===== src/shared/dsp_params.svh =====
// Register indices, field positions, reset values and divider counts
// for the serial port control block. Definitions only.
`ifndef DSP_PARAMS_SVH
`define DSP_PARAMS_SVH

// Register indices; the byte address on the bus is four times the index.
`define DSP_IDX_PWR 10'h087
`define DSP_IDX_SP1 10'h0c0
`define DSP_IDX_T2 10'h0c8
`define DSP_IDX_WD 10'h0d8
`define DSP_IDX_TXD 10'h0c1
`define DSP_IDX_RXD 10'h0c2

// Field positions.
`define DSP_PWR_DBL0 7
`define DSP_PWR_FES 6
`define DSP_WD_DBL1 7
`define DSP_T2_OVF 7
`define DSP_T2_RXSEL 5
`define DSP_T2_TXSEL 4
`define DSP_SP_M0 7
`define DSP_SP_M1 6
`define DSP_SP_MP 5
`define DSP_SP_REN 4
`define DSP_SP_TB8 3
`define DSP_SP_RB8 2
`define DSP_SP_TF 1
`define DSP_SP_RF 0

// Reset value of every control register.
`define DSP_RST_REG 8'h00

// Oscillator clocks per half shift clock in mode 0 (divide by 12 or 4).
`define DSP_M0_HALF_SLOW 5'h06
`define DSP_M0_HALF_FAST 5'h02
// Oscillator clocks per sample in mode 2 (bit = 16 samples: 64 or 32).
`define DSP_M2_SMP_SLOW 5'h04
`define DSP_M2_SMP_FAST 5'h02
// Timer overflows per sample in modes 1 and 3 (32 or 16 per bit).
`define DSP_TM_SMP_SLOW 5'h02
`define DSP_TM_SMP_FAST 5'h01
// Samples per bit and the three voting samples.
`define DSP_SMP_LAST 4'hf
`define DSP_SMP_V0 4'h7
`define DSP_SMP_V1 4'h8
`define DSP_SMP_V2 4'h9

// Bus responses.
`define DSP_RESP_OKAY 2'h0
`define DSP_RESP_SLVERR 2'h2

`endif


===== src/shared/dsp_pkg.sv =====
// Types shared by the serial port control block.
// Assumes nothing beyond a SystemVerilog compiler.
package dsp_pkg;

	// Operating mode as selected by the two mode bits.
	typedef enum logic [1:0] {MODE_SYNC8, MODE_ASYNC10, MODE_ASYNC11_FIX,
		MODE_ASYNC11_TMR} mode_t;

	// Asynchronous receiver states.
	typedef enum logic [1:0] {RX_IDLE, RX_START, RX_DATA, RX_STOP} rx_state_t;

endpackage


===== src/rtl/dsp_sync2.sv =====
// Two-flop synchroniser for pin levels, one stage pair per bit.
// Assumes the inputs are asynchronous levels, not pulses.
`timescale 1ns/1ns
module dsp_sync2 #(
	parameter int WIDTH = 1
) (
	// Clock and reset.
	input wire logic core_clk_i,
	input wire logic rst_n_i,
	// Levels.
	input wire logic [WIDTH-1:0] async_i,
	output logic [WIDTH-1:0] sync_o
);

	initial
	begin
		if (WIDTH < 1) $error("dsp_sync2: WIDTH must be at least one.");
	end

	// The first stage feeds only the second stage.
	for (genvar g = 0; g < WIDTH; g++)
	begin : g_bit
		logic meta_q;
		always_ff @(posedge core_clk_i or negedge rst_n_i)
		begin
			if (!rst_n_i)
			begin
				meta_q <= 1'b1;
				sync_o[g] <= 1'b1;
			end
			else
			begin
				meta_q <= async_i[g];
				sync_o[g] <= meta_q;
			end
		end
	end

endmodule // dsp_sync2


===== src/rtl/dsp_baud_div.sv =====
// Divides a stream of source pulses into a registered tick pulse.
// Assumes pulse_i is high for single cycles and div_i is at least one.
`timescale 1ns/1ns
module dsp_baud_div #(
	parameter int WIDTH = 5
) (
	// Clock and reset.
	input wire logic core_clk_i,
	input wire logic rst_n_i,
	// Source and ratio.
	input wire logic pulse_i,
	input wire logic [WIDTH-1:0] div_i,
	// Divided tick.
	output logic tick_o
);

	logic [WIDTH-1:0] cnt_q, cnt_d;
	logic tick_d;

	initial
	begin
		if (WIDTH < 1) $error("dsp_baud_div: WIDTH must be at least one.");
	end

	// One source pulse advances the count once; a ratio change mid-count
	// is caught by the greater-or-equal compare instead of wrapping.
	always_comb
	begin
		cnt_d = cnt_q;
		tick_d = 1'b0;
		if (pulse_i)
		begin
			if (cnt_q + 1'b1 >= div_i)
			begin
				cnt_d = '0;
				tick_d = 1'b1;
			end
			else
				cnt_d = cnt_q + 1'b1;
		end
	end

	// Registers only.
	always_ff @(posedge core_clk_i or negedge rst_n_i)
	begin
		if (!rst_n_i)
		begin
			cnt_q <= '0;
			tick_o <= 1'b0;
		end
		else
		begin
			cnt_q <= cnt_d;
			tick_o <= tick_d;
		end
	end

endmodule // dsp_baud_div


===== src/rtl/dsp_serial_ctrl.sv =====
// Serial port one engine with its control registers, the rate doubler
// and framing select bits, port zero baud ticks and timer 2 gating.
// Operation
// (RULE1) Port one timer modes use timer 1 only.
// (RULE2) Select set: bit 7 is framing flag.
// (RULE3) Two mode bits select modes 0 to 3.
// (RULE4) Multiproc modes 2/3: ninth bit 0 drops.
// (RULE5) Multiproc mode 1: bad stop drops.
// (RULE6) Mode 0 clock: osc/12, or osc/4.
// (RULE7) Receiver runs only while receive enabled.
// (RULE8) Modes 2/3 send tx_ninth_bit as ninth.
// (RULE9) rx_ninth_bit holds ninth or stop bit.
// (RULE10) Transmit flag set at last data bit.
// (RULE11) Receive flag set at frame end.
// (RULE12) Control register resets zero, fully read/write.
// (RULE13) Doubler bits double each port's rate.
// (RULE14) Doubler bits clear at reset.
// (RULE15) Port zero picks timer per direction.
// (RULE16) Mode 2 bit is osc/64 or /32.
// (RULE17) Timer rollovers divided by sixteen per bit.
// (RULE18) Timer 1 rate follows reload byte externally.
// (RULE19) Clock select makes timer 2 count half rate.
// (RULE20) Clock select blocks timer 2 flag, reload.
// (RULE21) Writing transmit data starts a transmission.
// (RULE22) Mode 0 receive starts when flag cleared.
// (RULE23) Each overflow pulse advances dividers once.
// Assumes an AXI4-Lite master on core_clk_i and single-cycle pulses on the
// timer overflow inputs; the timers themselves live outside this block.
//
// Our own choice: the AXI4-Lite register port.
`timescale 1ns/1ns
`include "dsp_params.svh"
module dsp_serial_ctrl #(
	parameter int AW = 12
) (
	// Clock and reset.
	input wire logic core_clk_i,
	input wire logic rst_n_i,
	// AXI4-Lite write channels.
	input wire logic s_axi_awvalid_i,
	output logic s_axi_awready_o,
	input wire logic [AW-1:0] s_axi_awaddr_i,
	input wire logic s_axi_wvalid_i,
	output logic s_axi_wready_o,
	input wire logic [31:0] s_axi_wdata_i,
	input wire logic [3:0] s_axi_wstrb_i,
	output logic s_axi_bvalid_o,
	input wire logic s_axi_bready_i,
	output logic [1:0] s_axi_bresp_o,
	// AXI4-Lite read channels.
	input wire logic s_axi_arvalid_i,
	output logic s_axi_arready_o,
	input wire logic [AW-1:0] s_axi_araddr_i,
	output logic s_axi_rvalid_o,
	input wire logic s_axi_rready_i,
	output logic [31:0] s_axi_rdata_o,
	output logic [1:0] s_axi_rresp_o,
	// Timer and power inputs from the same clock domain.
	input wire logic timer1_ovf_i,
	input wire logic timer2_ovf_i,
	input wire logic timer2_ext_reload_pin_i,
	input wire logic power_managed_mode_i,
	// Timer 2 control outputs.
	output logic timer2_half_rate_o,
	output logic timer2_reload_o,
	output logic timer2_irq_o,
	// Port zero baud sample ticks, sixteen per bit.
	output logic p0_tx_tick_o,
	output logic p0_rx_tick_o,
	// Port one pins; the receive pin is two-way in mode 0.
	output logic port1_tx_pin_o,
	input wire logic port1_rx_pin_i,
	output logic port1_rx_pin_o,
	output logic port1_rx_pin_oe_o
);

	initial
	begin
		if (AW < 12) $error("dsp_serial_ctrl: AW must be at least 12.");
	end

	// Register state.
	logic dbl0_q, dbl0_d, dbl1_q, dbl1_d, fes_q, fes_d;
	logic t2ovf_q, t2ovf_d, rxsel_q, rxsel_d, txsel_q, txsel_d;
	logic sm0_q, sm0_d, fe_q, fe_d, sm1_q, sm1_d, mp_q, mp_d, ren_q, ren_d;
	logic tb8_q, tb8_d, rb8_q, rb8_d, tf_q, tf_d, rf_q, rf_d;
	logic [7:0] rxbuf_q, rxbuf_d;
	// Bus state.
	logic aw_held_q, aw_held_d, w_held_q, w_held_d, bvalid_q, bvalid_d;
	logic rvalid_q, rvalid_d;
	logic [9:0] waddr_q, waddr_d;
	logic [7:0] wbyte_q, wbyte_d;
	logic wlane_q, wlane_d;
	logic [1:0] bresp_q, bresp_d, rresp_q, rresp_d;
	logic [31:0] rdata_q, rdata_d;
	// Engine state.
	logic busy_q, busy_d, sdir_rx_q, sdir_rx_d;
	logic [10:0] sh_q, sh_d;
	logic [3:0] bits_q, bits_d, smp_q, smp_d;
	dsp_pkg::rx_state_t rx_state_q, rx_state_d;
	logic [3:0] rsmp_q, rsmp_d, rcnt_q, rcnt_d;
	logic [8:0] rsh_q, rsh_d;
	logic [1:0] vote_q, vote_d;
	logic rx_prev_q, rx_prev_d;
	logic txo_q, txo_d, rxo_q, rxo_d, rxoe_q, rxoe_d;
	// Combinational helpers.
	dsp_pkg::mode_t mode;
	logic rx_s, smp_tick, p1_src, t2_sel, do_write, tx_start, m0_rx_start;
	logic tf_set, rf_set, fe_set, rx_bit, rb8_val, is11;
	logic [4:0] p1_div, p0_div;
	logic [7:0] rx_data;
	logic [9:0] raddr;

	// The receive pin is a level from outside, so it is synchronised.
	dsp_sync2 #(.WIDTH(1)) u_rx_sync (
		.core_clk_i(core_clk_i),
		.rst_n_i(rst_n_i),
		.async_i(port1_rx_pin_i),
		.sync_o(rx_s)
	);

	// Mode decode and port one baud source selection.
	always_comb
	begin
		mode = dsp_pkg::mode_t'({sm0_q, sm1_q}); // RULE3
		is11 = sm0_q;
		t2_sel = rxsel_q | txsel_q;
		case (mode)
			dsp_pkg::MODE_SYNC8:
			begin
				p1_src = 1'b1;
				p1_div = (mp_q && !power_managed_mode_i) ?
					`DSP_M0_HALF_FAST : `DSP_M0_HALF_SLOW; // RULE6
			end
			dsp_pkg::MODE_ASYNC11_FIX:
			begin
				p1_src = 1'b1;
				p1_div = dbl1_q ? `DSP_M2_SMP_FAST : `DSP_M2_SMP_SLOW; // RULE16
			end
			default:
			begin
				p1_src = timer1_ovf_i; // RULE1 RULE18
				p1_div = dbl1_q ? `DSP_TM_SMP_FAST : `DSP_TM_SMP_SLOW; // RULE13
			end
		endcase
		p0_div = dbl0_q ? `DSP_TM_SMP_FAST : `DSP_TM_SMP_SLOW; // RULE13
	end

	// Each divider sees every overflow pulse once; sharing is safe. RULE23
	dsp_baud_div #(.WIDTH(5)) u_p1_div (
		.core_clk_i(core_clk_i),
		.rst_n_i(rst_n_i),
		.pulse_i(p1_src),
		.div_i(p1_div),
		.tick_o(smp_tick)
	);
	dsp_baud_div #(.WIDTH(5)) u_p0_tx_div (
		.core_clk_i(core_clk_i),
		.rst_n_i(rst_n_i),
		.pulse_i(txsel_q ? timer2_ovf_i : timer1_ovf_i), // RULE15
		.div_i(txsel_q ? `DSP_TM_SMP_FAST : p0_div),
		.tick_o(p0_tx_tick_o)
	);
	dsp_baud_div #(.WIDTH(5)) u_p0_rx_div (
		.core_clk_i(core_clk_i),
		.rst_n_i(rst_n_i),
		.pulse_i(rxsel_q ? timer2_ovf_i : timer1_ovf_i), // RULE15
		.div_i(rxsel_q ? `DSP_TM_SMP_FAST : p0_div),
		.tick_o(p0_rx_tick_o)
	);

	// Timer 2 in baud service counts at half rate with flag, interrupt
	// and external reload suppressed.
	assign timer2_half_rate_o = t2_sel; // RULE19
	assign timer2_reload_o = timer2_ext_reload_pin_i & ~t2_sel; // RULE20
	assign timer2_irq_o = t2ovf_q & ~t2_sel; // RULE20

	// Bus slave: address and data are taken in either order and the write
	// lands once both are held; a read answers on the next edge.
	always_comb
	begin
		aw_held_d = aw_held_q;
		w_held_d = w_held_q;
		waddr_d = waddr_q;
		wbyte_d = wbyte_q;
		wlane_d = wlane_q;
		bvalid_d = bvalid_q;
		bresp_d = bresp_q;
		rvalid_d = rvalid_q;
		rresp_d = rresp_q;
		rdata_d = rdata_q;
		raddr = s_axi_araddr_i[11:2];
		do_write = aw_held_q && w_held_q && !bvalid_q;
		if (s_axi_awvalid_i && s_axi_awready_o)
		begin
			aw_held_d = 1'b1;
			waddr_d = s_axi_awaddr_i[11:2];
		end
		if (s_axi_wvalid_i && s_axi_wready_o)
		begin
			w_held_d = 1'b1;
			wbyte_d = s_axi_wdata_i[7:0];
			wlane_d = s_axi_wstrb_i[0];
		end
		if (do_write)
		begin
			aw_held_d = 1'b0;
			w_held_d = 1'b0;
			bvalid_d = 1'b1;
			bresp_d = `DSP_RESP_OKAY;
			case (waddr_q)
				`DSP_IDX_PWR, `DSP_IDX_SP1, `DSP_IDX_T2, `DSP_IDX_WD,
				`DSP_IDX_TXD, `DSP_IDX_RXD: bresp_d = `DSP_RESP_OKAY;
				default: bresp_d = `DSP_RESP_SLVERR;
			endcase
		end
		else if (bvalid_q && s_axi_bready_i)
			bvalid_d = 1'b0;
		if (s_axi_arvalid_i && !rvalid_q)
		begin
			rvalid_d = 1'b1;
			rresp_d = `DSP_RESP_OKAY;
			rdata_d = 32'h0000_0000;
			case (raddr)
				`DSP_IDX_PWR: rdata_d[7:6] = {dbl0_q, fes_q};
				`DSP_IDX_SP1: rdata_d[7:0] = {fes_q ? fe_q : sm0_q, sm1_q, mp_q,
					ren_q, tb8_q, rb8_q, tf_q, rf_q}; // RULE2 RULE12
				`DSP_IDX_T2: rdata_d[7:0] = {t2ovf_q, 1'b0, rxsel_q, txsel_q,
					4'h0};
				`DSP_IDX_WD: rdata_d[7] = dbl1_q;
				`DSP_IDX_RXD: rdata_d[7:0] = rxbuf_q;
				`DSP_IDX_TXD: rdata_d[7:0] = 8'h00;
				default: rresp_d = `DSP_RESP_SLVERR;
			endcase
		end
		else if (rvalid_q && s_axi_rready_i)
			rvalid_d = 1'b0;
	end

	assign s_axi_awready_o = !aw_held_q && !bvalid_q;
	assign s_axi_wready_o = !w_held_q && !bvalid_q;
	assign s_axi_arready_o = !rvalid_q;
	assign s_axi_bvalid_o = bvalid_q;
	assign s_axi_bresp_o = bresp_q;
	assign s_axi_rvalid_o = rvalid_q;
	assign s_axi_rdata_o = rdata_q;
	assign s_axi_rresp_o = rresp_q;

	// Register file; hardware sets of the flags win over software clears.
	always_comb
	begin
		{dbl0_d, fes_d, dbl1_d, rxsel_d, txsel_d} =
			{dbl0_q, fes_q, dbl1_q, rxsel_q, txsel_q};
		{sm0_d, fe_d, sm1_d, mp_d, ren_d, tb8_d, rb8_d, tf_d, rf_d} =
			{sm0_q, fe_q, sm1_q, mp_q, ren_q, tb8_q, rb8_q, tf_q, rf_q};
		t2ovf_d = t2ovf_q;
		rxbuf_d = rxbuf_q;
		tx_start = 1'b0;
		if (do_write && wlane_q)
		begin
			case (waddr_q)
				`DSP_IDX_PWR:
				begin
					dbl0_d = wbyte_q[`DSP_PWR_DBL0];
					fes_d = wbyte_q[`DSP_PWR_FES];
				end
				`DSP_IDX_WD: dbl1_d = wbyte_q[`DSP_WD_DBL1];
				`DSP_IDX_T2:
				begin
					t2ovf_d = wbyte_q[`DSP_T2_OVF];
					rxsel_d = wbyte_q[`DSP_T2_RXSEL];
					txsel_d = wbyte_q[`DSP_T2_TXSEL];
				end
				`DSP_IDX_SP1:
				begin
					if (fes_q)
						fe_d = wbyte_q[`DSP_SP_M0]; // RULE2
					else
						sm0_d = wbyte_q[`DSP_SP_M0];
					sm1_d = wbyte_q[`DSP_SP_M1]; // RULE12
					mp_d = wbyte_q[`DSP_SP_MP];
					ren_d = wbyte_q[`DSP_SP_REN];
					tb8_d = wbyte_q[`DSP_SP_TB8];
					rb8_d = wbyte_q[`DSP_SP_RB8];
					tf_d = wbyte_q[`DSP_SP_TF];
					rf_d = wbyte_q[`DSP_SP_RF];
				end
				`DSP_IDX_TXD: tx_start = !busy_q; // RULE21
				default: tx_start = 1'b0;
			endcase
		end
		if (timer2_ovf_i && !t2_sel)
			t2ovf_d = 1'b1; // RULE20
		if (fe_set)
			fe_d = 1'b1; // RULE2
		if (tf_set)
			tf_d = 1'b1; // RULE10
		if (rf_set)
		begin
			rf_d = 1'b1; // RULE11
			rb8_d = (mode == dsp_pkg::MODE_SYNC8) ? rb8_q : rb8_val; // RULE9
			rxbuf_d = rx_data;
		end
	end

	// Transmit and mode 0 shifter, then the asynchronous receiver.
	always_comb
	begin
		{busy_d, sdir_rx_d, sh_d, bits_d, smp_d} =
			{busy_q, sdir_rx_q, sh_q, bits_q, smp_q};
		rx_state_d = rx_state_q;
		{rsmp_d, rcnt_d, rsh_d, vote_d} = {rsmp_q, rcnt_q, rsh_q, vote_q};
		rx_prev_d = rx_s;
		tf_set = 1'b0;
		rf_set = 1'b0;
		fe_set = 1'b0;
		rx_bit = (vote_q[1] & vote_q[0]) | (vote_q[1] & rx_s) |
			(vote_q[0] & rx_s);
		rb8_val = (mode == dsp_pkg::MODE_ASYNC10) ? rx_bit : rsh_q[8];
		rx_data = (mode == dsp_pkg::MODE_SYNC8) ? sh_q[7:0] :
			(is11 ? rsh_q[7:0] : rsh_q[8:1]);
		m0_rx_start = (mode == dsp_pkg::MODE_SYNC8) && ren_q && !rf_q &&
			!busy_q && !tx_start; // RULE22 RULE7
		if (tx_start)
		begin
			busy_d = 1'b1;
			sdir_rx_d = 1'b0;
			smp_d = 4'h0;
			if (mode == dsp_pkg::MODE_SYNC8)
			begin
				sh_d = {3'h7, wbyte_q};
				bits_d = 4'h8;
			end
			else
			begin
				sh_d = {1'b1, is11 ? tb8_q : 1'b1, wbyte_q, 1'b0}; // RULE8
				bits_d = is11 ? 4'hb : 4'ha;
			end
		end
		else if (m0_rx_start)
		begin
			busy_d = 1'b1;
			sdir_rx_d = 1'b1;
			smp_d = 4'h0;
			bits_d = 4'h8;
		end
		else if (busy_q && smp_tick && mode == dsp_pkg::MODE_SYNC8)
		begin
			// Bit 0 of the count is the shift clock phase: low, then high.
			smp_d = {3'h0, ~smp_q[0]};
			if (!smp_q[0] && sdir_rx_q)
				sh_d = {3'h7, rx_s, sh_q[7:1]};
			if (smp_q[0])
			begin
				if (!sdir_rx_q)
					sh_d = {1'b1, sh_q[10:1]};
				bits_d = bits_q - 4'h1;
				if (bits_q == 4'h1)
				begin
					busy_d = 1'b0;
					tf_set = !sdir_rx_q; // RULE10
					rf_set = sdir_rx_q; // RULE11
				end
			end
		end
		else if (busy_q && smp_tick)
		begin
			smp_d = smp_q + 4'h1; // RULE17
			if (smp_q == `DSP_SMP_LAST)
			begin
				sh_d = {1'b1, sh_q[10:1]};
				bits_d = bits_q - 4'h1;
				tf_set = (bits_q == 4'h2); // RULE10
				busy_d = (bits_q != 4'h1);
			end
		end
		// Asynchronous receiver, sampled three times around mid-bit.
		if (!ren_q || mode == dsp_pkg::MODE_SYNC8)
			rx_state_d = dsp_pkg::RX_IDLE; // RULE7
		else if (rx_state_q == dsp_pkg::RX_IDLE)
		begin
			if (rx_prev_q && !rx_s)
			begin
				rx_state_d = dsp_pkg::RX_START;
				rsmp_d = 4'h0;
			end
		end
		else if (smp_tick)
		begin
			rsmp_d = rsmp_q + 4'h1;
			if (rsmp_q == `DSP_SMP_V0 || rsmp_q == `DSP_SMP_V1)
				vote_d = {vote_q[0], rx_s};
			if (rsmp_q == `DSP_SMP_V2)
			begin
				case (rx_state_q)
					dsp_pkg::RX_START:
					begin
						rx_state_d = rx_bit ? dsp_pkg::RX_IDLE : dsp_pkg::RX_DATA;
						rcnt_d = 4'h0;
					end
					dsp_pkg::RX_DATA:
					begin
						rsh_d = {rx_bit, rsh_q[8:1]};
						rcnt_d = rcnt_q + 4'h1;
						if (rcnt_q == (is11 ? 4'h8 : 4'h7))
							rx_state_d = dsp_pkg::RX_STOP;
					end
					default:
					begin
						rx_state_d = dsp_pkg::RX_IDLE;
						fe_set = fes_q && !rx_bit; // RULE2
						rf_set = !rf_q && (!mp_q || rb8_val); // RULE4 RULE5 RULE11
					end
				endcase
			end
		end
		// Pin drivers are registered to keep the pins glitch free.
		txo_d = 1'b1;
		rxo_d = 1'b1;
		rxoe_d = 1'b0;
		if (mode == dsp_pkg::MODE_SYNC8)
		begin
			txo_d = !busy_d || smp_d[0];
			rxo_d = sh_d[0];
			rxoe_d = busy_d && !sdir_rx_d;
		end
		else if (busy_d)
			txo_d = sh_d[0];
	end

	assign port1_tx_pin_o = txo_q;
	assign port1_rx_pin_o = rxo_q;
	assign port1_rx_pin_oe_o = rxoe_q;

	// All state registers; reset clears all but sh_q, rx_prev_q, txo_q and rxo_q, which load ones. RULE12 RULE14
	always_ff @(posedge core_clk_i or negedge rst_n_i)
	begin
		if (!rst_n_i)
		begin
			{dbl0_q, fes_q, dbl1_q, t2ovf_q, rxsel_q, txsel_q} <= 6'h00;
			{sm0_q, sm1_q, mp_q, ren_q, tb8_q, rb8_q, tf_q, rf_q} <= `DSP_RST_REG;
			{fe_q, rxbuf_q} <= 9'h000;
			{aw_held_q, w_held_q, bvalid_q, rvalid_q, wlane_q} <= 5'h00;
			{waddr_q, wbyte_q, bresp_q, rresp_q} <= 22'h00_0000;
			rdata_q <= 32'h0000_0000;
			{busy_q, sdir_rx_q, sh_q, bits_q, smp_q} <= 21'h07_ff00;
			rx_state_q <= dsp_pkg::RX_IDLE;
			{rsmp_q, rcnt_q, rsh_q, vote_q} <= 19'h0_0000;
			{rx_prev_q, txo_q, rxo_q, rxoe_q} <= 4'he;
		end
		else
		begin
			{dbl0_q, fes_q, dbl1_q, t2ovf_q, rxsel_q, txsel_q} <=
				{dbl0_d, fes_d, dbl1_d, t2ovf_d, rxsel_d, txsel_d};
			{sm0_q, sm1_q, mp_q, ren_q, tb8_q, rb8_q, tf_q, rf_q} <=
				{sm0_d, sm1_d, mp_d, ren_d, tb8_d, rb8_d, tf_d, rf_d};
			{fe_q, rxbuf_q} <= {fe_d, rxbuf_d};
			{aw_held_q, w_held_q, bvalid_q, rvalid_q, wlane_q} <=
				{aw_held_d, w_held_d, bvalid_d, rvalid_d, wlane_d};
			{waddr_q, wbyte_q, bresp_q, rresp_q} <=
				{waddr_d, wbyte_d, bresp_d, rresp_d};
			rdata_q <= rdata_d;
			{busy_q, sdir_rx_q, sh_q, bits_q, smp_q} <=
				{busy_d, sdir_rx_d, sh_d, bits_d, smp_d};
			rx_state_q <= rx_state_d;
			{rsmp_q, rcnt_q, rsh_q, vote_q} <= {rsmp_d, rcnt_d, rsh_d, vote_d};
			{rx_prev_q, txo_q, rxo_q, rxoe_q} <= {rx_prev_d, txo_d, rxo_d, rxoe_d};
		end
	end
endmodule // dsp_serial_ctrl


===== config.mk =====
export PLATFORM = sky130hd
export DESIGN_NAME = dsp_serial_ctrl
export DESIGN_NICKNAME = d
export VERILOG_FILES = /design/src/shared/dsp_pkg.sv /design/src/rtl/dsp_sync2.sv /design/src/rtl/dsp_baud_div.sv /design/src/rtl/dsp_serial_ctrl.sv
export VERILOG_INCLUDE_DIRS = /design/src /design/src/shared
export SDC_FILE = /design/constraint.sdc
export NUM_CORES = 1
export LEC_CHECK = 0
export BUFFER_PORTS_ARGS = -buffer_cell sky130_fd_sc_hd__buf_4
export CAP_MARGIN = 40
export CORE_AREA = 2 2 122 124
export CTS_CLUSTER_SIZE = 25
export DETAILED_ROUTE_END_ITERATION = 7
export DIE_AREA = 0 0 124 126
export PLACE_DENSITY_LB_ADDON = 0.2
export SYNTH_ARGS = -nofsm -noshare
export SYNTH_HDL_FRONTEND = slang
export SYNTH_SLANG_ARGS = --single-unit

===== constraint.sdc =====
create_clock -name core_clk_i -period 2.2 [get_ports core_clk_i]
set_input_delay 0 -clock core_clk_i [delete_from_list [all_inputs] [get_ports core_clk_i]]
set_output_delay 0 -clock core_clk_i [all_outputs]
set_load 0.1 [all_outputs]

# --- Word-level counts from Yosys, hierarchy flattened ---
# Index checks and enable logic that the tools add are counted.
word_totals:
  reg_bits: 124
  input_bits: 72
classes:
  addsub: 7
  magnitude_cmp: 3
  eq_ne: 30
  mux: 125
  bitwise: 13
  n_reduce_logical: 88
op_table:
  columns: ["op", "n"]
  rows:
  - ["== test 10 x 8 -> 1 bit (second input constant)", 12]
  - ["two-way mux 11 bit", 8]
  - ["two-way mux 1 bit", 75]
  - ["two-way mux 4 bit", 14]
  - ["nonzero test 2 bit", 15]
  - ["two-way mux 2 bit", 14]
  - ["logical AND 1 bit", 23]
  - ["case mux 6 bit (3 select lines)", 1]
  - ["AND reduction 3 bit", 6]
  - ["logical NOT 1 bit", 17]
  - ["two-way mux 8 bit", 2]
  - ["adder 5 x 1 -> 5 bit (second input constant)", 3]
  - ["two-way mux 5 bit", 3]
  - ["AND reduction 2 bit", 7]
  - ["adder 4 x 1 -> 4 bit (second input constant)", 3]
  - ["== test 4 bit (second input constant)", 3]
  - ["nonzero test 3 bit", 4]
  - ["OR reduction 6 bit", 2]
  - ["greater-or-equal comparator 5 x 2 -> 1 bit", 2]
  - ["two-way mux 10 bit", 1]
  - ["AND reduction 5 bit", 2]
  - ["inequality test 4 bit (second input constant)", 2]
  - ["case mux 4 bit (2 select lines)", 1]
  - ["AND reduction 4 bit", 2]
  - ["other kinds (24)", 44]

# --- Longest topological paths before layout ---
# Gate-level depths: netlist of the first run.
logic_depth:
  depth_word: 15
  ltp_mapped: 9
  depth_no_buf: 7

# --- Cells and area by module ---
# From an unflattened synthesis of the first run, not the netlist that was laid out.
hier_totals:
  hier_cells: 677
  hier_area_um2: 6885.4
modules_own_cells:
  columns: ["module", "instances", "cells_each", "area_each_um2"]
  rows:
  - ["dsp_serial_ctrl", 1, 540, 5500.3]
  - ["dsp_baud_div", 3, 45, 444.2]
  - ["dsp_sync2", 1, 2, 52.6]

# --- Worst setup path after synthesis of the first run ---
# Ideal clock, no wire load.
synth_path:
  path_kind: "flip-flop to flip-flop"
  from: "register bvalid_q (netlist: s_axi_bvalid_o)"
  to: "register wbyte_q[0]"
  setup_ns: 0.125
  arrival_ns: 3.137
  t_required_ns: 2.075
  slack_ns: -1.062
  path_stages_with_launch: 5
  path_buffers: 1
  synth_period_minus_slack_ns: 3.262
  cell_sequence: "dfrtp_1 > nor2_1 > and2_1 > clkbuf_1 > mux2_2"
synth_via:
  elab_chain_len: 3
synth_lines:
  columns: ["element", "line_no", "text"]
  rows:
  - ["start, declared", "dsp_serial_ctrl.sv:89", "logic aw_held_q, aw_held_d, w_held_q, w_held_d, bvalid_q, bvalid_d;"]
  - ["start signal, assigned", "dsp_serial_ctrl.sv:458", "{aw_held_q, w_held_q, bvalid_q, rvalid_q, wlane_q} <="]
  - ["logical NOT 1 bit", "dsp_serial_ctrl.sv:241", "assign s_axi_wready_o = !w_held_q && !bvalid_q;"]
  - ["logical AND 1 bit", "dsp_serial_ctrl.sv:241", null]
  - ["via s_axi_wready_o", "dsp_serial_ctrl.sv:44", "output logic s_axi_wready_o,"]
  - ["logical AND 1 bit", "dsp_serial_ctrl.sv:199", "if (s_axi_wvalid_i && s_axi_wready_o)"]
  - ["end signal, assigned", "dsp_serial_ctrl.sv:460", "{waddr_q, wbyte_q, bresp_q, rresp_q} <="]
  - ["end, declared", "dsp_serial_ctrl.sv:92", "logic [7:0] wbyte_q, wbyte_d;"]
# The timed path passes the listed nets, and every way through them passes these cells.
# A chain may end at the register's enable or synchronous reset.

# --- Final worst setup path of the first run ---
layout_path:
  from: "register waddr_q[1]"
  to: "register sm0_q (netlist: is11)"
layout_via:
  elab_chain_len: 2
layout_lines:
  columns: ["element", "line_no", "text"]
  rows:
  - ["start, declared", "dsp_serial_ctrl.sv:91", "logic [9:0] waddr_q, waddr_d;"]
  - ["start signal, assigned", "dsp_serial_ctrl.sv:460", null]
  - ["== test 10 x 8 -> 1 bit", "dsp_serial_ctrl.sv:261", "case (waddr_q)"]
  - ["AND reduction 3 bit (no line)", null, null]
  - ["end signal, assigned", "dsp_serial_ctrl.sv:441", "{sm0_q, sm1_q, mp_q, ren_q, tb8_q, rb8_q, tf_q, rf_q} <= `DSP_RST_REG;"]
  - ["end signal, assigned", "dsp_serial_ctrl.sv:455", "{sm0_q, sm1_q, mp_q, ren_q, tb8_q, rb8_q, tf_q, rf_q} <="]
  - ["end, declared", "dsp_serial_ctrl.sv:85", "logic sm0_q, sm0_d, fe_q, fe_d, sm1_q, sm1_d, mp_q, mp_d, ren_q, ren_d;"]
# No other way between the ends.

==> summary.txt, run 1 <==
Placement
  – Input/output buffers: between 60 and 70
  – Final Wtd Congestion: 0.871
  – Detail Placement HPWL: 11,000 µm
  – Placed cell area: 7460 µm²
  – Place WS: -0.0320 ns

Clock network
  – Root Driver: clkbuf_16
  – Clock Sinks: 122
  – TritonCTS clock tree: done
  – Clk_lat worst skew: approximately 0.42 ns
  – Clk slew on worst S/H paths: ~0.050 ns
  – Worst-case clock buffer depth: 2
  – CTS Buf Count: 17
  – H-tree depth: 4

Finish
  – Area taken by multi-input logic gates: 3210 µm²
  – Most frequent cells in the layout: buf_4 (125), dfrtp_1 (104), nand2_1 (68)
  – Antenna cells: 0
  – # fillers: roughly 1,200
  – Commonest non-fill, non-tap cell in the layout: buf_4
  – Nets: 866
  – FF/Latch Area: just over 3000 µm²
  – Ratio of cells with drive above 1 in the final layout: 0.328
  – Design Area, Final: about 8500 µm²
  – Area Growth Syn to Fin: 32.8%

Power and ir drop
  – Cell Pwr Density: 1040 nW/µm²
  – Leak pwr: around 4 nW
  – Total power draw: roughly 8.9 mW
  – Peak VDD IR: 1.12 mV

Route
  – Per-cell routed wire length: 16.2 µm
  – Detail Route Antenna Nets: 0
  – DRC errors left: 0
  – DR vias/cell: 5.36
  – Initial DRC Count: 318
  – Final WL: around 16,000 µm
  – TritonRoute pass-1 iters: 5
  – Routed vias: between 5,000 and 6,000

Die
  – Die X: about 120 µm
  – Initial cell density of the core: 0.449
  – Core Area: about 14,000 µm²
  – Row cnt: between 40 and 50
  – Die height: 126 µm
  – Die ar.: between 15,000 and 20,000 µm²
  – IO Pins: around 120

Setup path
  – Worst setup SP type: flip-flop
  – Worst setup EP type: flip-flop
  – FF-to-FF End: is11
  – FF-to-FF path depth: 5
  – RR Startpoint: waddr_q[1]
  – Setup CP Type: flip-flop to flip-flop
  – Critical path required time: roughly 2.5 ns
  – Reg-to-reg slack, setup: -0.005 ns
  – Crit path max fanout: 4
  – Crit path DAT: roughly 2.5 ns

Yosys
  – Netlist cell types: slightly above 70
  – Largest cells by area after synthesis: dfrtp_1 (41%), mux2_2 (8.2%), dfstp_2 (6.5%)
  – Post-synth ARST share: 1.00
  – Primary FF master, synth: dfrtp_1
  – Mapped cell area: approximately 6400 µm²
  – EDFF count, synth: 0
  – Seq/Total Area, Yosys: 0.478
  – Synthesized area per cell: around 11 µm²
  – Yosys Warn Count: 0
  – Synth top area share: 0.412
  – Yosys top cell by area: dfrtp_1
  – Flops & latches, synth: about 120
  – Cells after Synth: roughly 600

Run status
  – Failing checks: negative setup slack
  – Status: complete, but fails checks

GRT
  – Vias in the first global route: 5,194
  – Initial antenna violation count: 0
  – Global-route wire length before repair: around 26,000 µm
  – GR Overflow Total: 0
  – Global Route Usage Sum: 0.212
  – Largest net degree at the start of global routing: 47

Hold path
  – Hold Crit Start: s_axi_araddr_i[3]
  – WHS Path Cells: 3
  – Hold Path Class: input port to flip-flop
  – Hold Crit Endpoint: s_axi_rdata_o[3]

Timing
  – Rel. slew slack: 0.575
  – Final hold vios: 0
  – Fin worst setup slack: -0.00525 ns
  – Slew @ Worst Pin: around 0.64 ns
  – Fin crit share: 1.00
  – Max-slew violation count: 0
  – RSZ-0062 raised after global routing: true
  – Maximum clock rate: between 0.4 and 0.5 GHz
  – Final Skew: about 0.0085 ns
  – Tmin final: 2.21 ns
  – Final setup viols: 1

Run
  – Max_cap viols: 0
## report_power, final
part	internal, mW	total, mW	switching [mW]
Combinational	1.10	2.80	1.70
Sequential	2.67	3.10	0.427
Clock	2.04	3.01	0.966
## area by class of cell
| class | count | area share |
|---|---|---|
| inverter | 19 | 0.00879 |
| timing repair buffer | 160 | 0.153 |
| sequential | 122 | 0.361 |
| tap | 184 | 0.0269 |
| clock inverter | 7 | 0.0158 |
| multi-input combinational | 453 | 0.375 |
| clock buffer | 25 | 0.0592 |
## Yosys cell counts, types with 3 or more instances
cell type and instances:
dfrtp_1 106, nand2_1 68, mux2_2 47, o21ai_0 38
nor2_1 32, a21oi_1 28, buf_4 26, mux2i_1 24
ha_1 21, inv_1 19, nand3_1 17, dfstp_2 16
and2_1 14, nor3_1 12, clkbuf_1 10, nand2b_1 9
nor3b_1 8, a21o_1 6, a221o_1 6, a2bb2oi_1 5
o31ai_1 5, or3_1 5, and3_1 4, nand3b_1 4
nand4_1 4, nor2b_1 4, nor4_1 4, buf_2 3
o211ai_1 3, o22ai_1 3, or2_2 3, or3b_2 3
xnor2_1 3, xor2_1 3
## sequential cells by signal (all words and copies together), names as in the netlist, 2 cells and up
| signal | flops |
|---|---|
| u_p0_tx_div.cnt_q | 5 |
| s_axi_rdata_o | 8 |
| rcnt_q | 4 |
| rxbuf_q | 8 |
| waddr_q | 10 |
| wbyte_q | 8 |
| bits_q | 4 |
| sh_q | 11 |
| rsh_q | 9 |
| rsmp_q | 4 |
| vote_q | 2 |
| rx_state_q | 2 |
| u_p1_div.cnt_q | 5 |
| smp_q | 4 |
| u_p0_rx_div.cnt_q | 5 |
## worst max-delay path: stages, from the launching register on
cell and delay [ns]:
dfrtp_1 0.37, or4b_4 0.53, or2_4 0.26, or4_4 0.52, nor2_4 0.10, mux2_4 0.30
## metal layers
| layer | GRT usage | up-vias | share of wire |
|---|---|---|---|
| met5 | 0 | - | 0 |
| met4 | 0.0813 | 0 | 0.021 |
| met3 | 0.0448 | 31 | 0.050 |
| met2 | 0.355 | 168 | 0.50 |
| met1 | 0.268 | 2532 | 0.43 |
| li1 | - | 2467 | - |
## how the worst max path moves through the flow
stage,from,endpoint,slack (ns),cells past startpoint
global route,waddr_q[1],is11,-0.04,5
finish,waddr_q[1],is11,-0.005,5
floorplan,s_axi_bvalid_o,is11,-0.26,5
detailed placement,waddr_q[1],bits_q[1],-0.03,6
global placement,waddr_q[1],is11,-0.003,5
CTS,s_axi_bvalid_o,is11,-0.01,5
## logic make-up after synthesis
group | share of synthesized area
mux | 0.120
xor+xnor | 0.00817
flops | 0.478
buf+inv | 0.0525
other cells | 0.000583
simple gates | 0.182
fa+ha+maj | 0.0424
compound gates | 0.117
## stage by stage
stage	std cells	utilization	hold WS (ns)	setup TNS, ns
finish	970	0.597	0.0266	-0.00525
global placement	899	0.521	0.0578	-0.00316
global route	970	0.597	0.0472	-0.0655
floorplan	636	-	-0.296	-2.69
detailed placement	899	0.521	0.0712	-0.0707
CTS	966	0.590	0.0192	-0.00988
## timing repair
action	4_1_cts	5_1_grt
endpoints found under the hold margin	67	0
hold buffers	31	0
endpoints found under the setup margin	9	28
resized for setup	2	15
cloned	0	0
buffers inserted	4	5
pin swaps	5	4
No activity file was read; power rests on OpenSTA's default activity.
==> inputs of run 2 (changes only) <==
--- a/config.mk
+++ b/config.mk
@@ -6,7 +6,7 @@
 export SDC_FILE = /design/constraint.sdc
 export NUM_CORES = 1
 export LEC_CHECK = 0
-export BUFFER_PORTS_ARGS = -buffer_cell sky130_fd_sc_hd__buf_4
+export BUFFER_PORTS_ARGS = -buffer_cell sky130_fd_sc_hd__buf_2
 export CAP_MARGIN = 40
 export CORE_AREA = 2 2 122 124
 export CTS_CLUSTER_SIZE = 25
==> summary.txt, run 2 (synthesized netlist as in run 1, its figures left out) <==
Die
  – Row cnt: 44 (unchanged)
  – IO Pins: 121 (unchanged)
  – Die ar.: 15,600 µm² (unchanged)
  – Die height: 126 µm (unchanged)
  – Die X: 124 µm (unchanged)
  – Core Area: 14,300 µm² (unchanged)
  – Initial cell density of the core: 0.449 (unchanged)

Power and ir drop
  – Peak VDD IR: 0.944 mV (-16%)
  – Leak pwr: 3.82 nW (-3.9%)
  – Cell Pwr Density: 1040 nW/µm² (-0.65%)

Finish
  – Nets: 857 (-1.0%)
  – Ratio of cells with drive above 1 in the final layout: 0.319 (-0.00907)
  – Antenna cells: 0 (unchanged)
  – Max reg flops: 11 (unchanged)
  – Area Growth Syn to Fin: 28.6%
  – Finished Layout Cells: 961 (-0.93%)
  – Commonest non-fill, non-tap cell in the layout: dfrtp_1
  – Most frequent cells in the layout: dfrtp_1 (104), nand2_1 (68), buf_2 (62)

Timing
  – RSZ-0062 raised after global routing: true
  – Fin worst setup slack: -0.0225 ns (-0.0173 ns)
  – Rel. slew slack: 0.581 (+0.00598)
  – Final setup viols: 1 (unchanged)
  – Tmin final: 2.22 ns (+0.0173 ns)
  – Final Skew: 0.00914 ns (+0.000650 ns)
  – TNS Setup: -0.0225 ns (-0.0173 ns)
  – Final hold vios: 0 (unchanged)
  – Slew @ Worst Pin: 0.619 ns (-0.0177 ns)
  – Fin crit share: 1.01 (+0.00785)
  – Max-slew violation count: 0 (unchanged)
  – Maximum clock rate: 0.450 GHz (-0.78%)
  – Smallest hold slack: 0.0580 ns (+0.0314 ns)

Route
  – Routed vias: 5,127 (-1.4%)
  – Final WL: 15,600 µm (-0.32%)
  – Initial DRC Count: 243 (-24%)
  – Per-cell routed wire length: 16.3 µm (+0.61%)
  – DRC errors left: 0 (unchanged)
  – Detail Route Antenna Nets: 0 (unchanged)
  – DR vias/cell: 5.34 (-0.44%)
  – TritonRoute pass-1 iters: 4 (-1)

Clock network
  – CTS Buf Count: 17 (unchanged)
  – Clk_lat worst skew: 0.43 ns (about the same)
  – Clk slew on worst S/H paths: 0.06 ns (about the same)
  – Clock Sinks: 122 (unchanged)
  – Root Driver: clkbuf_16
  – Worst-case clock buffer depth: 2 (unchanged)
  – H-tree depth: 4 (unchanged)
  – TritonCTS clock tree: done

Setup path
  – Crit path max fanout: 4 (unchanged)
  – Setup CP Type: flip-flop to flip-flop
  – Worst setup EP type: flip-flop
  – Reg-to-reg slack, setup: -0.02 ns (-0.02 ns)
  – Worst setup SP type: flip-flop
  – Critical path required time: 2.51 ns (about the same)
  – Crit path DAT: 2.53 ns (+0.02 ns)

GRT
  – Global Route Usage Sum: 0.214 (+0.00182)
  – Initial antenna violation count: 0 (unchanged)
  – GR Overflow Total: 0 (unchanged)
  – Global-route wire length before repair: 25,900 µm (+0.67%)
  – Largest net degree at the start of global routing: 79 (+68%)
  – Vias in the first global route: 5,243 (+0.94%)

Run
  – Max_cap viols: 0 (unchanged)

Run status
  – Failing checks: negative setup slack
  – Status: complete, but fails checks

Placement
  – Input/output buffers: 63 (unchanged)
  – Placed cells: 893 (-0.67%)
  – Detail Placement HPWL: 11,000 µm (-0.15%)
  – Final Wtd Congestion: 0.845 (-2.9%)

Hold path
  – Hold Path Class: input port to flip-flop
-- run 2: changes by cell type in the layout (fill, tap and decap cells not counted), moves of 2 or more --
cell        change
buf_4          -71
buf_2          +62
a21oi_1         +5
a21oi_2         -5
clkbuf_8        -5
clkinvlp_4      +5
clkbuf_1        -3
inv_6           +2
-- run 2: layout make-up --
type	instances	area (µm²)
fillers	1217	6040
multi-input cells	453	3200
flip-flops and latches	122	3080
repair buffers	151	1090
clock buffers	17	425
well taps	184	230
clock inverters	15	174
inverters	19	75.1
-- run 2: critical path: stages, from the launching register on --
cell      delay [ns]
dfrtp_4         0.48
nand3b_1        0.18
or4b_4          0.51
or4_4           0.54
nor2_4          0.11
mux2_4          0.29
-- run 2: layer usage --
layer / up-vias / routed length [µm] / GRT usage / share of wire
met3: 19 / 635 / 0.0457 / 0.041
met4: 0 / 236 / 0.0839 / 0.015
met2: 124 / 7740 / 0.353 / 0.50
met5: - / 0 / 0 / 0
li1: 2456 / - / - / -
met1: 2528 / 7010 / 0.274 / 0.45
-- run 2: stage by stage --
| stage | power, mW | area [µm²] | util | setup slack [ns] |
|---|---|---|---|---|
| finish | 8.57 | 8270 | 0.578 | -0.0225 |
| global route | 9.01 | 8270 | 0.578 | -0.0675 |
| CTS | 8.58 | 8190 | 0.572 | -0.00622 |
| detailed placement | 5.65 | 7260 | 0.507 | -0.0483 |
| global placement | 5.58 | 7260 | 0.507 | -0.000875 |
| floorplan | 4.92 | 6570 | - | -0.258 |
-- run 2: repair_timing --
item	in CTS	in global routing
resized for setup	2	10
hold buffers	31	0
hold endpoints to repair	135	0
pin swaps	6	1
endpoints found under the setup margin	8	28
buffers inserted	2	3
-- run 2: worst paths after layout --
check / startpoint / end / cells after the start
max: s_axi_bvalid_o / is11 / 5
min: s_axi_araddr_i[6] / s_axi_rdata_o[5] / 4
max reg2reg: s_axi_bvalid_o / is11 / 5
min reg2reg: u_rx_sync.g_bit[0].meta_q / u_rx_sync.sync_o / 0
max in group asynchronous: rst_n_i / rsmp_q[1] / 3
min in group asynchronous: rst_n_i / u_p1_div.cnt_q[1] / 3
-- run 2: report_power, final --
part | total, mW | leakage (nW) | internal (mW) | switching [mW]
logic | 2.61 | 1.97 | 0.956 | 1.66
clock network | 2.84 | 0.281 | 1.78 | 1.07
registers | 3.11 | 1.56 | 2.67 | 0.442
total | 8.57 | 3.82 | 5.40 | 3.17
==> inputs of run 3 (changes only) <==
--- a/config.mk
+++ b/config.mk
@@ -6,12 +6,13 @@
 export SDC_FILE = /design/constraint.sdc
 export NUM_CORES = 1
 export LEC_CHECK = 0
+export ABC_AREA = 1
 export BUFFER_PORTS_ARGS = -buffer_cell sky130_fd_sc_hd__buf_2
 export CAP_MARGIN = 40
-export CORE_AREA = 2 2 122 124
+export CORE_AREA = 2 2 142 109
 export CTS_CLUSTER_SIZE = 25
 export DETAILED_ROUTE_END_ITERATION = 7
-export DIE_AREA = 0 0 124 126
+export DIE_AREA = 0 0 144 111
 export PLACE_DENSITY_LB_ADDON = 0.2
 export SYNTH_ARGS = -nofsm -noshare
 export SYNTH_HDL_FRONTEND = slang
==> constraint.sdc (replaced) <==
create_clock -name core_clk_i -period 2.3 [get_ports core_clk_i]
set_input_delay 0 -clock core_clk_i [delete_from_list [all_inputs] [get_ports core_clk_i]]
set_output_delay 0 -clock core_clk_i [all_outputs]
set_load 0.1 [all_outputs]
==> summary.txt, run 3 <==
Finish
  – Ratio of cells with drive above 1 in the final layout: 0.180 (-0.139)
  – # fillers: 1,394 (+15%)
  – Commonest non-fill, non-tap cell in the layout: nand2_1
  – Area Growth Syn to Fin: 22.2%
  – Most frequent cells in the layout: nand2_1 (206), inv_1 (110), dfrtp_1 (104)
  – Area taken by multi-input logic gates: 2930 µm² (-8.4%)
  – Final core occ: 0.545 (-0.0335)
  – Antenna cells: 0 (unchanged)
  – Max reg flops: 11 (unchanged)
  – FF/Latch Area: 3080 µm² (-0.16%)
  – Finished Layout Cells: 1,145 (+19%)
  – Nets: 1,020 (+19%)

Placement
  – Final Wtd Congestion: 0.827 (-2.1%)
  – Detail Placement HPWL: 10,800 µm (-2.2%)
  – Placed cells: 1,087 (+22%)
  – Input/output buffers: 63 (unchanged)
  – Place WS: 0.320 ns (+0.368 ns)

Hold path
  – Hold Path Class: input port to flip-flop

Timing
  – Fin crit share: 0.870 (-0.140)
  – RSZ-0062 raised after global routing: false
  – Max-slew violation count: 0 (unchanged)
  – Rel. slew slack: 0.631 (+0.0496)
  – Final setup viols: 0 (-1)
  – Tmin final: 2.00 ns (-0.221 ns)
  – Fin worst setup slack: 0.299 ns (+0.321 ns)
  – Maximum clock rate: 0.500 GHz (+11%)
  – Final Skew: 0.00990 ns (+0.000761 ns)
  – Final hold vios: 0 (unchanged)
  – Slew @ Worst Pin: 0.552 ns (-0.0671 ns)
  – TNS Setup: 0 ns (+0.0225 ns)

Route
  – Final WL: 14,600 µm (-6.8%)
  – DRC errors left: 0 (unchanged)
  – Per-cell routed wire length: 12.7 µm (-22%)
  – Routed vias: 5,377 (+4.9%)
  – DR vias/cell: 4.70 (-12%)
  – TritonRoute pass-1 iters: 5 (+1)
  – Initial DRC Count: 347 (+43%)
  – Detail Route Antenna Nets: 0 (unchanged)

Yosys
  – Flops & latches, synth: 122 (unchanged)
  – Largest cells by area after synthesis: dfrtp_1 (40%), nand2_1 (12%), dfstp_2 (6.4%)
  – Count leader, synth: nand2_1
  – Primary FF master, synth: dfrtp_1
  – Synthesized area per cell: 8.04 µm² (-24%)
  – Seq/Total Area, Yosys: 0.466 (-0.0113)
  – Synth top area share: 0.403 (-0.00971)
  – EDFF count, synth: 0 (unchanged)
  – Post-synth ARST share: 1.00 (unchanged)
  – Top cells by count, synth: nand2_1 (206), inv_1 (111), dfrtp_1 (106)
  – Mapped cell area: 6590 µm² (+2.4%)
  – Cells after Synth: 819 (+34%)
  – Yosys Warn Count: 0 (unchanged)
  – Yosys top cell by area: dfrtp_1
  – Netlist cell types: 40 (-44%)

GRT
  – Global Route Usage Sum: 0.202 (-0.0126)
  – Initial antenna violation count: 0 (unchanged)
  – GR Overflow Total: 0 (unchanged)
  – Global-route wire length before repair: 25,200 µm (-2.7%)
  – Largest net degree at the start of global routing: 61 (-23%)
  – Vias in the first global route: 5,189 (-1.0%)

Power and ir drop
  – Internal Power: 5.08 mW (-6.0%)
  – Switching Fraction: 0.346 (-0.0236)
  – Comb power frac: 0.253 (-0.052)
  – Sequential share of power: 0.357 (-0.006)
  – Leak pwr: 4.00 nW (+4.7%)
  – Net switching power: 2.69 mW (-15%)
  – Cell Pwr Density: 965 nW/µm² (-6.9%)
  – Peak VDD IR: 1.34 mV (+42%)
  – Power share of the clock group: 0.390 (+0.058)

Setup path
  – Family with the most delay on the worst path: adder cells
  – Crit path max fanout: 5 (+1)
  – Slowest CP cell: dfrtp_1
  – Worst setup EP type: flip-flop
  – Setup CP Type: flip-flop to flip-flop
  – Crit path DAT: 2.36 ns (-0.17 ns)
  – Critical path required time: 2.66 ns (+0.15 ns)
  – Slowest cell delay on critical path: 0.42 ns (-0.12 ns)
  – Crit-path cells: ha_1 > xor2_1 > ha_1 > nand2_1 > o21ai_0 > a311oi_1 > buf_4 > nand4_1 > nand2_1
  – WP buf/inv: 1 (+1)
  – Worst setup SP type: flip-flop

Clock network
  – Clk_lat worst skew: 0.42 ns (about the same)
  – Clock Sinks: 122 (unchanged)
  – TritonCTS clock tree: done
  – H-tree depth: 4 (unchanged)
  – Root Driver: clkbuf_16
  – Worst-case clock buffer depth: 2 (unchanged)
  – CTS Buf Count: 17 (unchanged)
  – Clk slew on worst S/H paths: 0.06 ns (about the same)

Die
  – Row cnt: 39 (-11%)
  – Die ar.: 16,000 µm² (+2.3%)
  – Core Area: 14,800 µm² (+3.3%)
  – Die X: 144 µm (+16%)
  – IO Pins: 121 (unchanged)
  – Die height: 111 µm (-12%)
  – Initial cell density of the core: 0.446 (-0.00384)

Run
  – Max_cap viols: 0 (unchanged)

Run status
  – Status: completed
run 3: what timing repair did:
item / in CTS / in global routing
hold buffers: 26 / 0
setup buffers: 0 / 0
hold endpoints to repair: 122 / 0
setup endpoints to repair: 0 / 0
gates resized for setup: 0 / 0
run 3: final timing paths:
| kind | from | slack, ns | depth (start not counted) | to |
|---|---|---|---|---|
| min reg2reg | u_rx_sync.g_bit[0].meta_q | 0.35 | 0 | u_rx_sync.sync_o |
| max in group asynchronous | rst_n_i | 1.42 | 4 | s_axi_rdata_o[0] |
| min in group asynchronous | rst_n_i | 0.06 | 2 | rx_state_q[0] |
| max reg2reg | u_p1_div.cnt_q[0] | 0.30 | 9 | u_p1_div.cnt_q[0] |
| max | u_p1_div.cnt_q[0] | 0.30 | 9 | u_p1_div.cnt_q[0] |
| min | s_axi_arvalid_i | 0.02 | 3 | s_axi_rvalid_o |
run 3: power by group through the flow:
stage | Sequential (mW) | Clock (mW) | Combinational (mW)
6_report | 2.77 | 3.03 | 1.96
5_1_grt | 2.82 | 3.19 | 2.19
4_1_cts | 2.77 | 3.07 | 1.97
3_5_place_dp | 2.80 | 0 | 1.94
3_3_place_gp | 2.80 | 0 | 1.91
2_1_floorplan | 3.08 | 0 | 1.24
run 3: kinds of logic after synthesis:
group                      synth area share
AOI/OAI and AO/OA                    0.0993
other                              0.000569
DFF                                   0.466
muxes                                0.0154
buffers and inverters                 0.105
and+or+nand+nor                       0.262
xor gates and xnor gates             0.0120
adders and majority gates            0.0399
run 3: cell type report:
type                       count  share of cell area
sequential                   122               0.382
multi-input combinational    569               0.364
timing repair buffer         100              0.0836
clock buffer                  21              0.0559
inverter                     117              0.0553
tap                          205              0.0319
clock inverter                11              0.0270
run 3: worst register-to-register path: stages, from the launching register on:
cell,delay [ns]
dfrtp_1,0.42
ha_1,0.24
xor2_1,0.16
ha_1,0.33
nand2_1,0.07
o21ai_0,0.07
a311oi_1,0.30
buf_4,0.19
nand4_1,0.07
nand2_1,0.08
run 3: stage by stage:
step                hold slack, ns  cell area (µm²)  power [mW]
floorplan                   -0.296             6700        4.32
global placement           -0.0405             7120        4.72
detailed placement         -0.0428             7120        4.74
CTS                         0.0116             8050        7.82
global route                0.0425             8050        8.19
finish                      0.0205             8050        7.77
run 3: routing by layer:
layer | wire (µm) | GRT usage | vias to the layer above
met3 | 446 | 0.0479 | 14
met4 | 191 | 0.0608 | 0
met2 | 6180 | 0.284 | 78
met1 | 7740 | 0.306 | 2486
li1 | - | - | 2799
met5 | 0 | 0 | -
